**config.mk**
```make
export PLATFORM = sky130hd
export DESIGN_NAME = abac_burst_ctl
export DESIGN_NICKNAME = d
export VERILOG_FILES = /design/src/abac_pkg.sv /design/src/abac_tmr_if.sv /design/src/abac_burst_ctl.sv /design/src/abac_delay_timer.sv
export SDC_FILE = /design/constraint.sdc
export NUM_CORES = 1
export LEC_CHECK = 0
export BUFFER_PORTS_ARGS = -buffer_cell sky130_fd_sc_hd__buf_4
export CAP_MARGIN = 5
export CORE_UTILIZATION = 45
export CTS_CLUSTER_DIAMETER = 100
export DETAILED_ROUTE_END_ITERATION = 12
export PLACE_DENSITY = 0.64
export SLEW_MARGIN = 20
export SYNTH_ARGS = -nofsm -noshare
export SYNTH_HDL_FRONTEND = slang
export SYNTH_SLANG_ARGS = --single-unit
```
**constraint.sdc**
```tcl
create_clock -name clk_sys -period 3 [get_ports clk_sys]
set_clock_uncertainty 0.1 [all_clocks]
set_input_delay 0.15 -clock clk_sys [delete_from_list [all_inputs] [get_ports clk_sys]]
set_output_delay 0.15 -clock clk_sys [all_outputs]
set_load 0.02 [all_outputs]
```
**src/abac_pkg.sv**
```systemverilog
// constants shared by the burst accumulator control block
package abac_pkg;

    // ****************************************************
    // register page and address map
    // ****************************************************
    localparam logic [7:0] PAGE_CFG      = 8'h00;
    localparam logic [7:0] PAGE_BURST    = 8'h0F;
    localparam logic [7:0] ADDR_ACC_CFG  = 8'hBA;
    localparam logic [7:0] ADDR_PWR_CFG  = 8'hBA;
    localparam logic [7:0] ADDR_TRK_CFG  = 8'hBD;
    localparam logic [7:0] ADDR_RES_LOW  = 8'hBD;
    localparam logic [7:0] ADDR_RES_HIGH = 8'hBE;

    // ****************************************************
    // field positions
    // ****************************************************
    localparam int TWELVE_BIT_POS = 7;
    localparam int ACCUM_EN_POS   = 6;
    localparam int SJ_LSB         = 3;
    localparam int SJ_MSB         = 5;
    localparam int RPT_LSB        = 0;
    localparam int RPT_MSB        = 2;
    localparam int LPM_POS        = 7;
    localparam int PWR_LSB        = 0;
    localparam int PWR_MSB        = 3;
    localparam int TRK_LSB        = 0;
    localparam int TRK_MSB        = 5;

    // ****************************************************
    // reset values
    // ****************************************************
    localparam logic [7:0] ACC_CFG_RST = 8'h00;
    localparam logic [4:0] PWR_CFG_RST = 5'h0F;
    localparam logic [5:0] TRK_CFG_RST = 6'h1E;

    // ****************************************************
    // codes and formatting
    // ****************************************************
    localparam logic [2:0] SJ_LEFT        = 3'h4;
    localparam logic [2:0] LEFT_SHIFT_10  = 3'h6;
    localparam logic [2:0] LEFT_SHIFT_12  = 3'h4;
    localparam logic [6:0] TRACK_BASE     = 7'h40;
    localparam logic [1:0] DTRACK_LAST    = 2'h2;

    // ****************************************************
    // timing
    // ****************************************************
    localparam int CLK_PERIOD_PS    = 5000;
    localparam int TRACK_STEP_NS    = 50;
    localparam int POWERUP_STEP_NS  = 400;
    localparam int TRACK_STEP_CYC   = (TRACK_STEP_NS * 1000) / CLK_PERIOD_PS;
    localparam int POWERUP_STEP_CYC = (POWERUP_STEP_NS * 1000) / CLK_PERIOD_PS;

    typedef enum logic [2:0] {
        ST_IDLE    = 3'b000,
        ST_POWERUP = 3'b001,
        ST_TRACK   = 3'b010,
        ST_DTRACK  = 3'b011,
        ST_CONVERT = 3'b100
    } abac_state_type;

endpackage

```
**src/abac_tmr_if.sv**
```systemverilog
// interface between the sequencer and its delay timer
`timescale 1ns/1ps
interface abac_tmr_if;
    logic       load;
    logic       coarse;
    logic [6:0] units;
    logic       done;

    modport ctl (output load, output coarse, output units, input done);
    modport tmr (input load, input coarse, input units, output done);
endinterface

```
**src/abac_burst_ctl.sv**
```systemverilog
// burst accumulator, power sequencing and track delay control for the converter
`timescale 1ns/1ps
module abac_burst_ctl (
    input  wire logic        clk_sys,
    input  wire logic        nrst,
    input  wire logic [7:0]  sfr_page,
    input  wire logic [7:0]  sfr_addr,
    input  wire logic        sfr_wr,
    input  wire logic        sfr_rd,
    input  wire logic [7:0]  sfr_wdata,
    output logic [7:0]       sfr_rdata,
    input  wire logic        burst_mode_en,
    input  wire logic        converter_enable,
    input  wire logic        delayed_track_sel,
    input  wire logic        soc_pulse,
    input  wire logic        sar_tick,
    input  wire logic        conv_done,
    input  wire logic [11:0] conv_data,
    output logic             conv_start,
    output logic             conv_powered,
    output logic             conv_complete,
    output logic             conv_busy,
    output logic             low_power_mode_en,
    output logic             twelve_bit_mode_en
);

    // ****************************************************
    // reset release
    // ****************************************************
    logic rst_meta_r;
    logic rst_n;

    always_ff @(posedge clk_sys or negedge nrst) begin
        if (!nrst) begin
            rst_meta_r <= 1'b0;
            rst_n      <= 1'b0;
        end else begin
            rst_meta_r <= 1'b1;
            rst_n      <= rst_meta_r;
        end
    end

    // ****************************************************
    // registers and decode
    // ****************************************************
    logic [7:0]  acc_cfg_r;
    logic [4:0]  pwr_cfg_r;
    logic [5:0]  trk_cfg_r;
    logic [15:0] accum_r;
    logic [7:0]  rdata_r;

    wire on_cfg       = (sfr_page == abac_pkg::PAGE_CFG);
    wire on_burst     = (sfr_page == abac_pkg::PAGE_BURST);
    wire sel_acc_cfg  = on_cfg && (sfr_addr == abac_pkg::ADDR_ACC_CFG);
    wire sel_res_low  = on_cfg && (sfr_addr == abac_pkg::ADDR_RES_LOW);
    wire sel_res_high = on_cfg && (sfr_addr == abac_pkg::ADDR_RES_HIGH);
    wire sel_pwr_cfg  = on_burst && (sfr_addr == abac_pkg::ADDR_PWR_CFG);
    wire sel_trk_cfg  = on_burst && (sfr_addr == abac_pkg::ADDR_TRK_CFG);

    wire       twelve_bit  = acc_cfg_r[abac_pkg::TWELVE_BIT_POS];
    wire       accum_en    = acc_cfg_r[abac_pkg::ACCUM_EN_POS];
    wire [2:0] sj_sel      = acc_cfg_r[abac_pkg::SJ_MSB:abac_pkg::SJ_LSB];
    wire [2:0] rpt_sel     = acc_cfg_r[abac_pkg::RPT_MSB:abac_pkg::RPT_LSB];
    wire [3:0] pwr_field   = pwr_cfg_r[abac_pkg::PWR_MSB:abac_pkg::PWR_LSB];

    assign twelve_bit_mode_en = twelve_bit;
    assign low_power_mode_en  = pwr_cfg_r[4];

    // ****************************************************
    // result formatting
    // ****************************************************
    wire [2:0]  left_amt  = twelve_bit ? abac_pkg::LEFT_SHIFT_12 : abac_pkg::LEFT_SHIFT_10;
    wire        sj_right  = (sj_sel < abac_pkg::SJ_LEFT);
    // reserved codes fall back to the unshifted value rather than garbage
    wire [15:0] res_fmt   = sj_right ? (accum_r >> sj_sel[1:0]) :
                            (sj_sel == abac_pkg::SJ_LEFT) ? (accum_r << left_amt) :
                            accum_r;

    wire [7:0] rd_acc = {twelve_bit, 1'b0, sj_sel, rpt_sel};
    wire [7:0] rd_pwr = {pwr_cfg_r[4], 3'b000, pwr_field};
    wire [7:0] rd_trk = {2'b00, trk_cfg_r};

    wire [7:0] rd_mux = sel_acc_cfg  ? rd_acc :
                        sel_pwr_cfg  ? rd_pwr :
                        sel_trk_cfg  ? rd_trk :
                        sel_res_low  ? res_fmt[7:0] :
                        sel_res_high ? res_fmt[15:8] :
                        8'h00;

    assign sfr_rdata = rdata_r;

    always_ff @(posedge clk_sys or negedge rst_n) begin
        if (!rst_n) begin
            rdata_r <= 8'h00;
        end else if (sfr_rd) begin
            rdata_r <= rd_mux;
        end
    end

    // configuration writes; unused and reserved bits are never stored
    always_ff @(posedge clk_sys or negedge rst_n) begin
        if (!rst_n) begin
            acc_cfg_r <= abac_pkg::ACC_CFG_RST;
            pwr_cfg_r <= abac_pkg::PWR_CFG_RST;
            trk_cfg_r <= abac_pkg::TRK_CFG_RST;
        end else if (sfr_wr) begin
            if (sel_acc_cfg) begin
                acc_cfg_r <= sfr_wdata;
            end
            if (sel_pwr_cfg) begin
                pwr_cfg_r <= {sfr_wdata[abac_pkg::LPM_POS], sfr_wdata[3:0]};
            end
            if (sel_trk_cfg) begin
                trk_cfg_r <= sfr_wdata[abac_pkg::TRK_MSB:abac_pkg::TRK_LSB];
            end
        end
    end

    // ****************************************************
    // burst sequencer
    // ****************************************************
    abac_pkg::abac_state_type state_r;
    abac_pkg::abac_state_type state_nxt;

    abac_tmr_if tif ();

    abac_delay_timer u_timer (
        .clk_sys (clk_sys),
        .rst_n   (rst_n),
        .tif     (tif)
    );

    logic [6:0] conv_left_r;
    logic       first_r;
    logic [1:0] dtrk_cnt_r;
    logic       start_r;
    logic       complete_r;
    logic       powered_r;
    logic       busy_r;

    logic       go_conv;
    logic       start_nxt;
    logic       complete_nxt;
    logic       burst_begin;
    logic       tmr_load;
    logic       tmr_coarse;
    logic [6:0] tmr_units;

    // conversions per burst; reserved codes run a single conversion
    wire [6:0] burst_total = (rpt_sel == 3'h1) ? 7'h04 :
                             (rpt_sel == 3'h2) ? 7'h08 :
                             (rpt_sel == 3'h3) ? 7'h10 :
                             (rpt_sel == 3'h4) ? 7'h20 :
                             (rpt_sel == 3'h5) ? 7'h40 :
                             7'h01;

    wire [6:0] pwr_units   = {3'b000, pwr_field} + 7'h01;
    wire [6:0] track_units = abac_pkg::TRACK_BASE - {1'b0, trk_cfg_r};
    wire       soc_ok      = soc_pulse && (burst_mode_en || converter_enable);
    wire       sample_in   = (state_r == abac_pkg::ST_CONVERT) && conv_done;
    wire       more_left   = burst_mode_en && (conv_left_r > 7'h01);
    wire       dtrk_end    = sar_tick && (dtrk_cnt_r == abac_pkg::DTRACK_LAST);

    assign tif.load   = tmr_load;
    assign tif.coarse = tmr_coarse;
    assign tif.units  = tmr_units;

    always_comb begin
        state_nxt    = state_r;
        go_conv      = 1'b0;
        start_nxt    = 1'b0;
        complete_nxt = 1'b0;
        burst_begin  = 1'b0;
        tmr_load     = 1'b0;
        tmr_coarse   = 1'b0;
        tmr_units    = 7'h00;
        case (state_r)
            abac_pkg::ST_IDLE: begin
                if (soc_ok) begin
                    burst_begin = 1'b1;
                    if (burst_mode_en && !converter_enable) begin
                        state_nxt  = abac_pkg::ST_POWERUP;
                        tmr_load   = 1'b1;
                        tmr_coarse = 1'b1;
                        tmr_units  = pwr_units;
                    end else begin
                        go_conv = 1'b1;
                    end
                end
            end
            abac_pkg::ST_POWERUP: begin
                if (tif.done) begin
                    go_conv = 1'b1;
                end
            end
            abac_pkg::ST_TRACK: begin
                if (tif.done) begin
                    go_conv = 1'b1;
                end
            end
            abac_pkg::ST_DTRACK: begin
                if (dtrk_end) begin
                    state_nxt = abac_pkg::ST_CONVERT;
                    start_nxt = 1'b1;
                end
            end
            abac_pkg::ST_CONVERT: begin
                if (conv_done) begin
                    if (more_left) begin
                        state_nxt = abac_pkg::ST_TRACK;
                        tmr_load  = 1'b1;
                        tmr_units = track_units;
                    end else begin
                        state_nxt    = abac_pkg::ST_IDLE;
                        complete_nxt = 1'b1;
                    end
                end
            end
            default: begin
                state_nxt = abac_pkg::ST_IDLE;
            end
        endcase
        if (go_conv) begin
            if (delayed_track_sel) begin
                state_nxt = abac_pkg::ST_DTRACK;
            end else begin
                state_nxt = abac_pkg::ST_CONVERT;
                start_nxt = 1'b1;
            end
        end
    end

    always_ff @(posedge clk_sys or negedge rst_n) begin
        if (!rst_n) begin
            state_r    <= abac_pkg::ST_IDLE;
            start_r    <= 1'b0;
            complete_r <= 1'b0;
        end else begin
            state_r    <= state_nxt;
            start_r    <= start_nxt;
            complete_r <= complete_nxt;
        end
    end

    // delayed-track counter restarts every time the state is entered
    always_ff @(posedge clk_sys or negedge rst_n) begin
        if (!rst_n) begin
            dtrk_cnt_r <= 2'h0;
        end else if (state_r != abac_pkg::ST_DTRACK) begin
            dtrk_cnt_r <= 2'h0;
        end else if (sar_tick) begin
            dtrk_cnt_r <= dtrk_cnt_r + 2'h1;
        end
    end

    always_ff @(posedge clk_sys or negedge rst_n) begin
        if (!rst_n) begin
            conv_left_r <= 7'h00;
            first_r     <= 1'b0;
        end else if (burst_begin) begin
            conv_left_r <= burst_mode_en ? burst_total : 7'h01;
            first_r     <= 1'b1;
        end else if (sample_in) begin
            conv_left_r <= conv_left_r - 7'h01;
            first_r     <= 1'b0;
        end
    end

    // ****************************************************
    // accumulator
    // ****************************************************
    wire [15:0] sample_ext = twelve_bit ? {4'h0, conv_data} : {6'h00, conv_data[9:0]};
    // a burst restarts the sum; single conversions keep it only when accumulating
    wire        keep_sum   = burst_mode_en ? !first_r : accum_en;
    wire [15:0] sum_nxt    = (keep_sum ? accum_r : 16'h0000) + sample_ext;

    // software writes take precedence over a sample landing in the same cycle
    always_ff @(posedge clk_sys or negedge rst_n) begin
        if (!rst_n) begin
            accum_r <= 16'h0000;
        end else if (sfr_wr && sel_res_low) begin
            accum_r[7:0] <= sfr_wdata;
        end else if (sfr_wr && sel_res_high) begin
            accum_r[15:8] <= sfr_wdata;
        end else if (sample_in) begin
            accum_r <= sum_nxt;
        end
    end

    // ****************************************************
    // power and status
    // ****************************************************
    // outside burst the delay settings never touch power
    wire powered_nxt = burst_mode_en ?
                       (converter_enable || (state_nxt != abac_pkg::ST_IDLE)) :
                       converter_enable;

    always_ff @(posedge clk_sys or negedge rst_n) begin
        if (!rst_n) begin
            powered_r <= 1'b0;
            busy_r    <= 1'b0;
        end else begin
            powered_r <= powered_nxt;
            busy_r    <= (state_nxt != abac_pkg::ST_IDLE);
        end
    end

    assign conv_start    = start_r;
    assign conv_complete = complete_r;
    assign conv_powered  = powered_r;
    assign conv_busy     = busy_r;

endmodule

```
**src/abac_delay_timer.sv**
```systemverilog
// delay timer counting 50 ns or 400 ns steps of the system clock
`timescale 1ns/1ps
module abac_delay_timer (
    input  wire logic  clk_sys,
    input  wire logic  rst_n,
    abac_tmr_if.tmr    tif
);

    localparam logic [6:0] FINE_LAST   = 7'(abac_pkg::TRACK_STEP_CYC - 1);
    localparam logic [6:0] COARSE_LAST = 7'(abac_pkg::POWERUP_STEP_CYC - 1);

    logic       busy_r;
    logic       coarse_r;
    logic [6:0] pre_r;
    logic [6:0] cnt_r;
    logic       done_r;
    wire  [6:0] step_last;
    wire        step_end;

    assign step_last = coarse_r ? COARSE_LAST : FINE_LAST;
    assign step_end  = busy_r && (pre_r == 7'h00);
    assign tif.done  = done_r;

    // delay is units times one step; done pulses for one cycle at the end
    always_ff @(posedge clk_sys or negedge rst_n) begin
        if (!rst_n) begin
            busy_r   <= 1'b0;
            coarse_r <= 1'b0;
            pre_r    <= 7'h00;
            cnt_r    <= 7'h00;
            done_r   <= 1'b0;
        end else if (tif.load) begin
            busy_r   <= 1'b1;
            coarse_r <= tif.coarse;
            pre_r    <= tif.coarse ? COARSE_LAST : FINE_LAST;
            cnt_r    <= tif.units;
            done_r   <= 1'b0;
        end else begin
            done_r <= step_end && (cnt_r == 7'h01);
            if (step_end) begin
                pre_r  <= step_last;
                cnt_r  <= cnt_r - 7'h01;
                busy_r <= (cnt_r != 7'h01);
            end else if (busy_r) begin
                pre_r <= pre_r - 7'h01;
            end
        end
    end

endmodule

```
Yosys cells after proc, flatten, opt, wreduce, memory -nomap -nowiden --
Index checks and enable logic that the tools add are counted.
Word-level totals: flip-flop bits (word level) 79, input bits 46, output and inout bits 14, word-level logic and storage cells 156
Operators by class: add/sub/neg operators 7, order comparisons 2, eq/ne operators 19, shifts and indexed selects 2, mux-type cells 70, bitwise gates (word level) 1, reductions and logical operators 34
Operators by type and width (number):
- $mux 7 | 17
- $mux 16 | 4
- $mux 8 | 8
- $eq 8x8->1 const B | 3
- $mux 1 | 24
- $sub 7x1->7 const B | 3
- $mux 3 | 6
- $add 16x12->16 | 1
- $shl 16x3->16 | 1
- $shr 16x2->16 | 1
- $logic_and 1x1->1 | 14
- $pmux 7 s2 | 1
- $eq 3x2->1 const B | 4
- $eq 3x3->1 const B | 4
- $mux 12 | 1
- $pmux 3 s4 | 1
- $mux 5 | 2
- $reduce_and 2->1 | 5
- $reduce_bool 2->1 | 5
- $eq 8x4->1 const B | 1
- $logic_not 8->1 | 1
- $mux 2 | 4
- $eq 7x1->1 const B | 1
- $gt 7x1->1 const B | 1
- 17 further kinds | 22

Depth between registers and ports, before layout --
word-level depth 9, mapped depth 15, mapped depth without buffers 12

Cells and area by module --
A second synthesis with hierarchy kept.
Unflattened totals: cells, all modules 661, area total of the unflattened synthesis 5834.3 sq um
By module, submodules not included:
- abac_burst_ctl | times used 1, cells an instance 559, area an instance 4877.2 sq um, sequential area each 1561.5 sq um
- abac_delay_timer | times used 1, cells an instance 102, area an instance 957.2 sq um, sequential area each 425.4 sq um

Worst setup path before layout --
No wires, ideal clock.
kind input to register, start point in burst_mode_en, end point reg accum_r[12], setup time 0.143 ns, arrival 2.780 ns, required time 2.757 ns, path slack -0.023 ns, stages on the path 15, buffers on the path 3, cell sequence clkbuf_1 -> nor2_1 -> a21oi_1 -> clkbuf_1 -> clkbuf_1 -> and2_1 -> ha_1 -> inv_1 -> fa_1 -> nor2b_1 -> o2111ai_1 -> a21oi_1 -> o21a_1 -> xnor2_1 -> a41oi_1
Between the ends: word-level cells in the longest chain between the ends 5
RTL lines:
- start, declared | RTL line abac_burst_ctl.sv:12 | input wire logic burst_mode_en,
- $mux 1 | RTL line abac_burst_ctl.sv:274 | wire keep_sum = burst_mode_en ? !first_r : accum_en;
- $mux 16 | RTL line abac_burst_ctl.sv:275 | wire [15:0] sum_nxt = (keep_sum ? accum_r : 16'h0000) + sample_ext;
- $add 16x12->16 | RTL line abac_burst_ctl.sv:275
- $mux 16 | RTL line abac_burst_ctl.sv:285 | end else if (sample_in) begin
- $mux 8 | RTL line abac_burst_ctl.sv:283 | end else if (sfr_wr && sel_res_high) begin
- end signal, assigned | RTL line abac_burst_ctl.sv:284 | accum_r[15:8] <= sfr_wdata;
- end signal, assigned | RTL line abac_burst_ctl.sv:286 | accum_r <= sum_nxt;
- end, declared | RTL line abac_burst_ctl.sv:49 | logic [15:0] accum_r;
Every way passes these cells. The select of a mux whose other input is x is not followed. A chain may end at the register's enable or synchronous reset.

Final worst setup path --
start point reg acc_cfg_r[6], end point reg accum_r[13]
Between the ends: word-level cells in the longest chain between the ends 5
RTL lines:
- start, declared | RTL line abac_burst_ctl.sv:46 | logic [7:0] acc_cfg_r;
- start signal, assigned | RTL line abac_burst_ctl.sv:103 | acc_cfg_r <= abac_pkg::ACC_CFG_RST;
- start signal, assigned | RTL line abac_burst_ctl.sv:108 | acc_cfg_r <= sfr_wdata;
- $mux 1 | RTL line abac_burst_ctl.sv:274
- $mux 16 | RTL line abac_burst_ctl.sv:275
- $add 16x12->16 | RTL line abac_burst_ctl.sv:275
- $mux 16 | RTL line abac_burst_ctl.sv:285
- $mux 8 | RTL line abac_burst_ctl.sv:283
Every way passes these cells. The select of a mux whose other input is x is not followed.

==> metrics.txt <==
via count=between 5000 and 6000; Clock power frac=0.276; Fmax=348 MHz; CTS tree=built; Reg power frac=0.382; WP data arrival=3010 ps; Synth Flop Type=dfrtp_1; Slew @ Worst Pin=719 ps; Detailed Route WL=16200 µm; crit end category=flop; RSZ-0062 raised after global routing=true; WHS=about 17 ps; Yosys cell types=78; NumNets Final=about 800; Syn Nets=between 700 and 800; crit start category=flop; share of cells above drive strength 1=0.215; fin. max-slew vios=0; Critical Path RT=3140 ps; Leak Pwr=2.95 nW; internal power=roughly 2.8 mW; Sw Pwr=around 1.6 mW; Yosys reg bits=79; Inserted Clock Buffers=9; cell area after synthesis=5750 µm²; first-pass GRT wire length=26500 µm; commonest cells after routing, fill and taps aside=86 x buf_4, 70 x dfrtp_1, 67 x nor2_1, 52 x nand2_1, 43 x a21oi_1; FFs w/ async S/R, synth=1.00; Place WS=-28.8 ps; Core Region=12200 µm²; Final setup viols=0; Die W=roughly 120 µm; Seq. cell area=~2000 µm²; most common cell after layout, fill and taps aside=buf_4; Gate Count Post-Synth=666; drc violations=0; Routed Antenna Nets=0; Port Buffers=59; Switching Share=0.363; Starting Density=0.471; largest net degree at the start of global routing=between 70 and 80; Worst slew margin=0.519; Root Buffer=clkbuf_16; Die Y=115 µm; Seq/Total Area, Yosys=0.345; fin crit share=0.959; fin worst setup slack=123 ps; post-DP HPWL=roughly 12000 µm; row count=40; routed vias/inst=between 5 and 6; Fin. Hold Viols=0; Worst Setup Path Type=flop to flop; Max clock buf depth=2; Multi-input gate area=3530 µm²; crit path time final=about 2900 ps; total track usage=0.262; Max VDD drop=approximately 0.00029 V; placer congestion estimate=0.879; ant diodes=0; Max Cap Viol=0; Post-synth EDFFs=0; Clock Latency Late Sink=350 ps; status=complete, no violations; Synth Area per Inst=8.64 µm²; clock sink count=79; vias in the first global route=approximately 5200; Ys Warns=0; num ports=60; grt total ovfl=0; Max FO, Critical Path=14; die area=13200 µm²; 1st-pass router iterations=5; Worst-path clk slew=70 ps; DRT iter0 DRCs=443; Max H-tree Level=3; fill count=1188; placed cells=878; DR WL/cell=18.0 µm; Pwr Total=4.47 mW; Logic pwr share=0.342; Post-Layout Cell Count=903; area grow syn2layout=19.7%; final core utilization=0.564; worst min-delay path category=input port to async pin; initial antenna violation count=0; Cell Pwr Density=between 600 and 700 nW/µm²
-- state kept, by name, indices dropped and copies added, names as in the netlist, 2 cells and up --
register	flops
accum_r	16
acc_cfg_r	8
sfr_rdata	8
conv_left_r	7
u_timer.cnt_r	7
u_timer.pre_r	7
trk_cfg_r	6
pwr_cfg_r	5
state_r	3
dtrk_cnt_r	2
-- cell usage after synthesis, drive strengths merged (7+ instances only) --
cell	instances	area share
dfrtp	71	0.31
nor2	67	0.044
nand2	52	0.034
a21oi	44	0.038
o21ai	36	0.031
clkbuf	32	0.021
mux2i	27	0.047
mux2	25	0.049
nor3	24	0.021
inv	21	0.014
ha	20	0.043
nand3	18	0.016
and2	14	0.015
nor2b	14	0.015
xnor2	14	0.021
xor2	11	0.017
a22oi	10	0.013
o22ai	10	0.011
buf	9	0.0087
a31oi	8	0.0087
dfstp	8	0.037
nand2b	7	0.0076
nand3b	7	0.0091
o211ai	7	0.0091
-- cell families after synthesis --
kind of cell	count (synthesis)	share of synthesized area
AND/OR/NAND/NOR	249	0.224
other	1	0.000652
AO/OA/AOI/OAI	176	0.202
buffers and inverters	62	0.0433
adder cells (fa/ha/maj)	21	0.0470
XOR/XNOR	25	0.0381
flip-flops	79	0.345
multiplexers	53	0.0998
-- power by group through the flow --
stage | Clock, mW | Combinational, mW | Sequential [mW]
2_1_floorplan | 0 | 1.18 | 1.55
3_3_place_gp | 0 | 1.44 | 1.73
3_5_place_dp | 0 | 1.48 | 1.73
4_1_cts | 1.26 | 1.51 | 1.72
5_1_grt | 1.30 | 1.71 | 1.76
6_report | 1.23 | 1.53 | 1.71
-- per-stage QoR --
| stage | setup TNS [ps] | area, µm² |
|---|---|---|
| 2_1_floorplan | 0 | 5750 |
| 5_1_grt | -102 | 6890 |
| 6_report | 0 | 6890 |
| 3_5_place_dp | -34.3 | 6430 |
| 3_3_place_gp | 0 | 6430 |
| 4_1_cts | 0 | 6840 |
-- per-layer routing --
layer / vias to the layer above / wire (µm) / GRT usage
li1: 2573 / - / -
met1: 2564 / 7150 / 0.333
met2: 161 / 7990 / 0.452
met3: 26 / 738 / 0.0380
met4: 0 / 363 / 0.100
met5: - / 0 / 0
-- area by class of cell --
| cell class | instances | share of cell area |
|---|---|---|
| Inverter | 21 | 0.0114 |
| Clock buffer | 12 | 0.0372 |
| Sequential cell | 79 | 0.289 |
| Clock inverter | 4 | 0.0111 |
| Timing Repair Buffer | 94 | 0.108 |
| Multi-Input combinational cell | 525 | 0.513 |
| Tap cell | 168 | 0.0305 |
-- timing repair --
action	CTS	global route
gates resized for setup	1	3
hold buffers	7	0
buffers inserted	0	1
endpoints found under the hold margin	16	0
pin swaps	0	1
setup endpoints to repair	5	5
-- worst max-delay path, stage by stage (launching register included) --
cell and delay [ps]:
dfrtp_1 380, nor2_1 120, a21oi_2 90, buf_4 200, and2_1 170, ha_2 380, nand3_1 90, o211ai_1 320
nand4bb_1 240, a31oi_2 140, a31o_2 270, a221o_1 280
-- path summary, 6_finish.rpt --
check                                  start      endpoint  slack (ps)  cells after the start
worst max-delay path            acc_cfg_r[6]   accum_r[13]         120                     11
worst min-delay path                    nrst         rst_n          20                      2
worst max register to register  acc_cfg_r[6]   accum_r[13]         120                     11
worst min register to register         rst_n    accum_r[8]         130                      0
max in group asynchronous              rst_n  trk_cfg_r[3]        2040                      1
min in group clk_sys            sfr_wdata[1]    accum_r[9]          20                      2
Power figures use the tool's default switching activity.
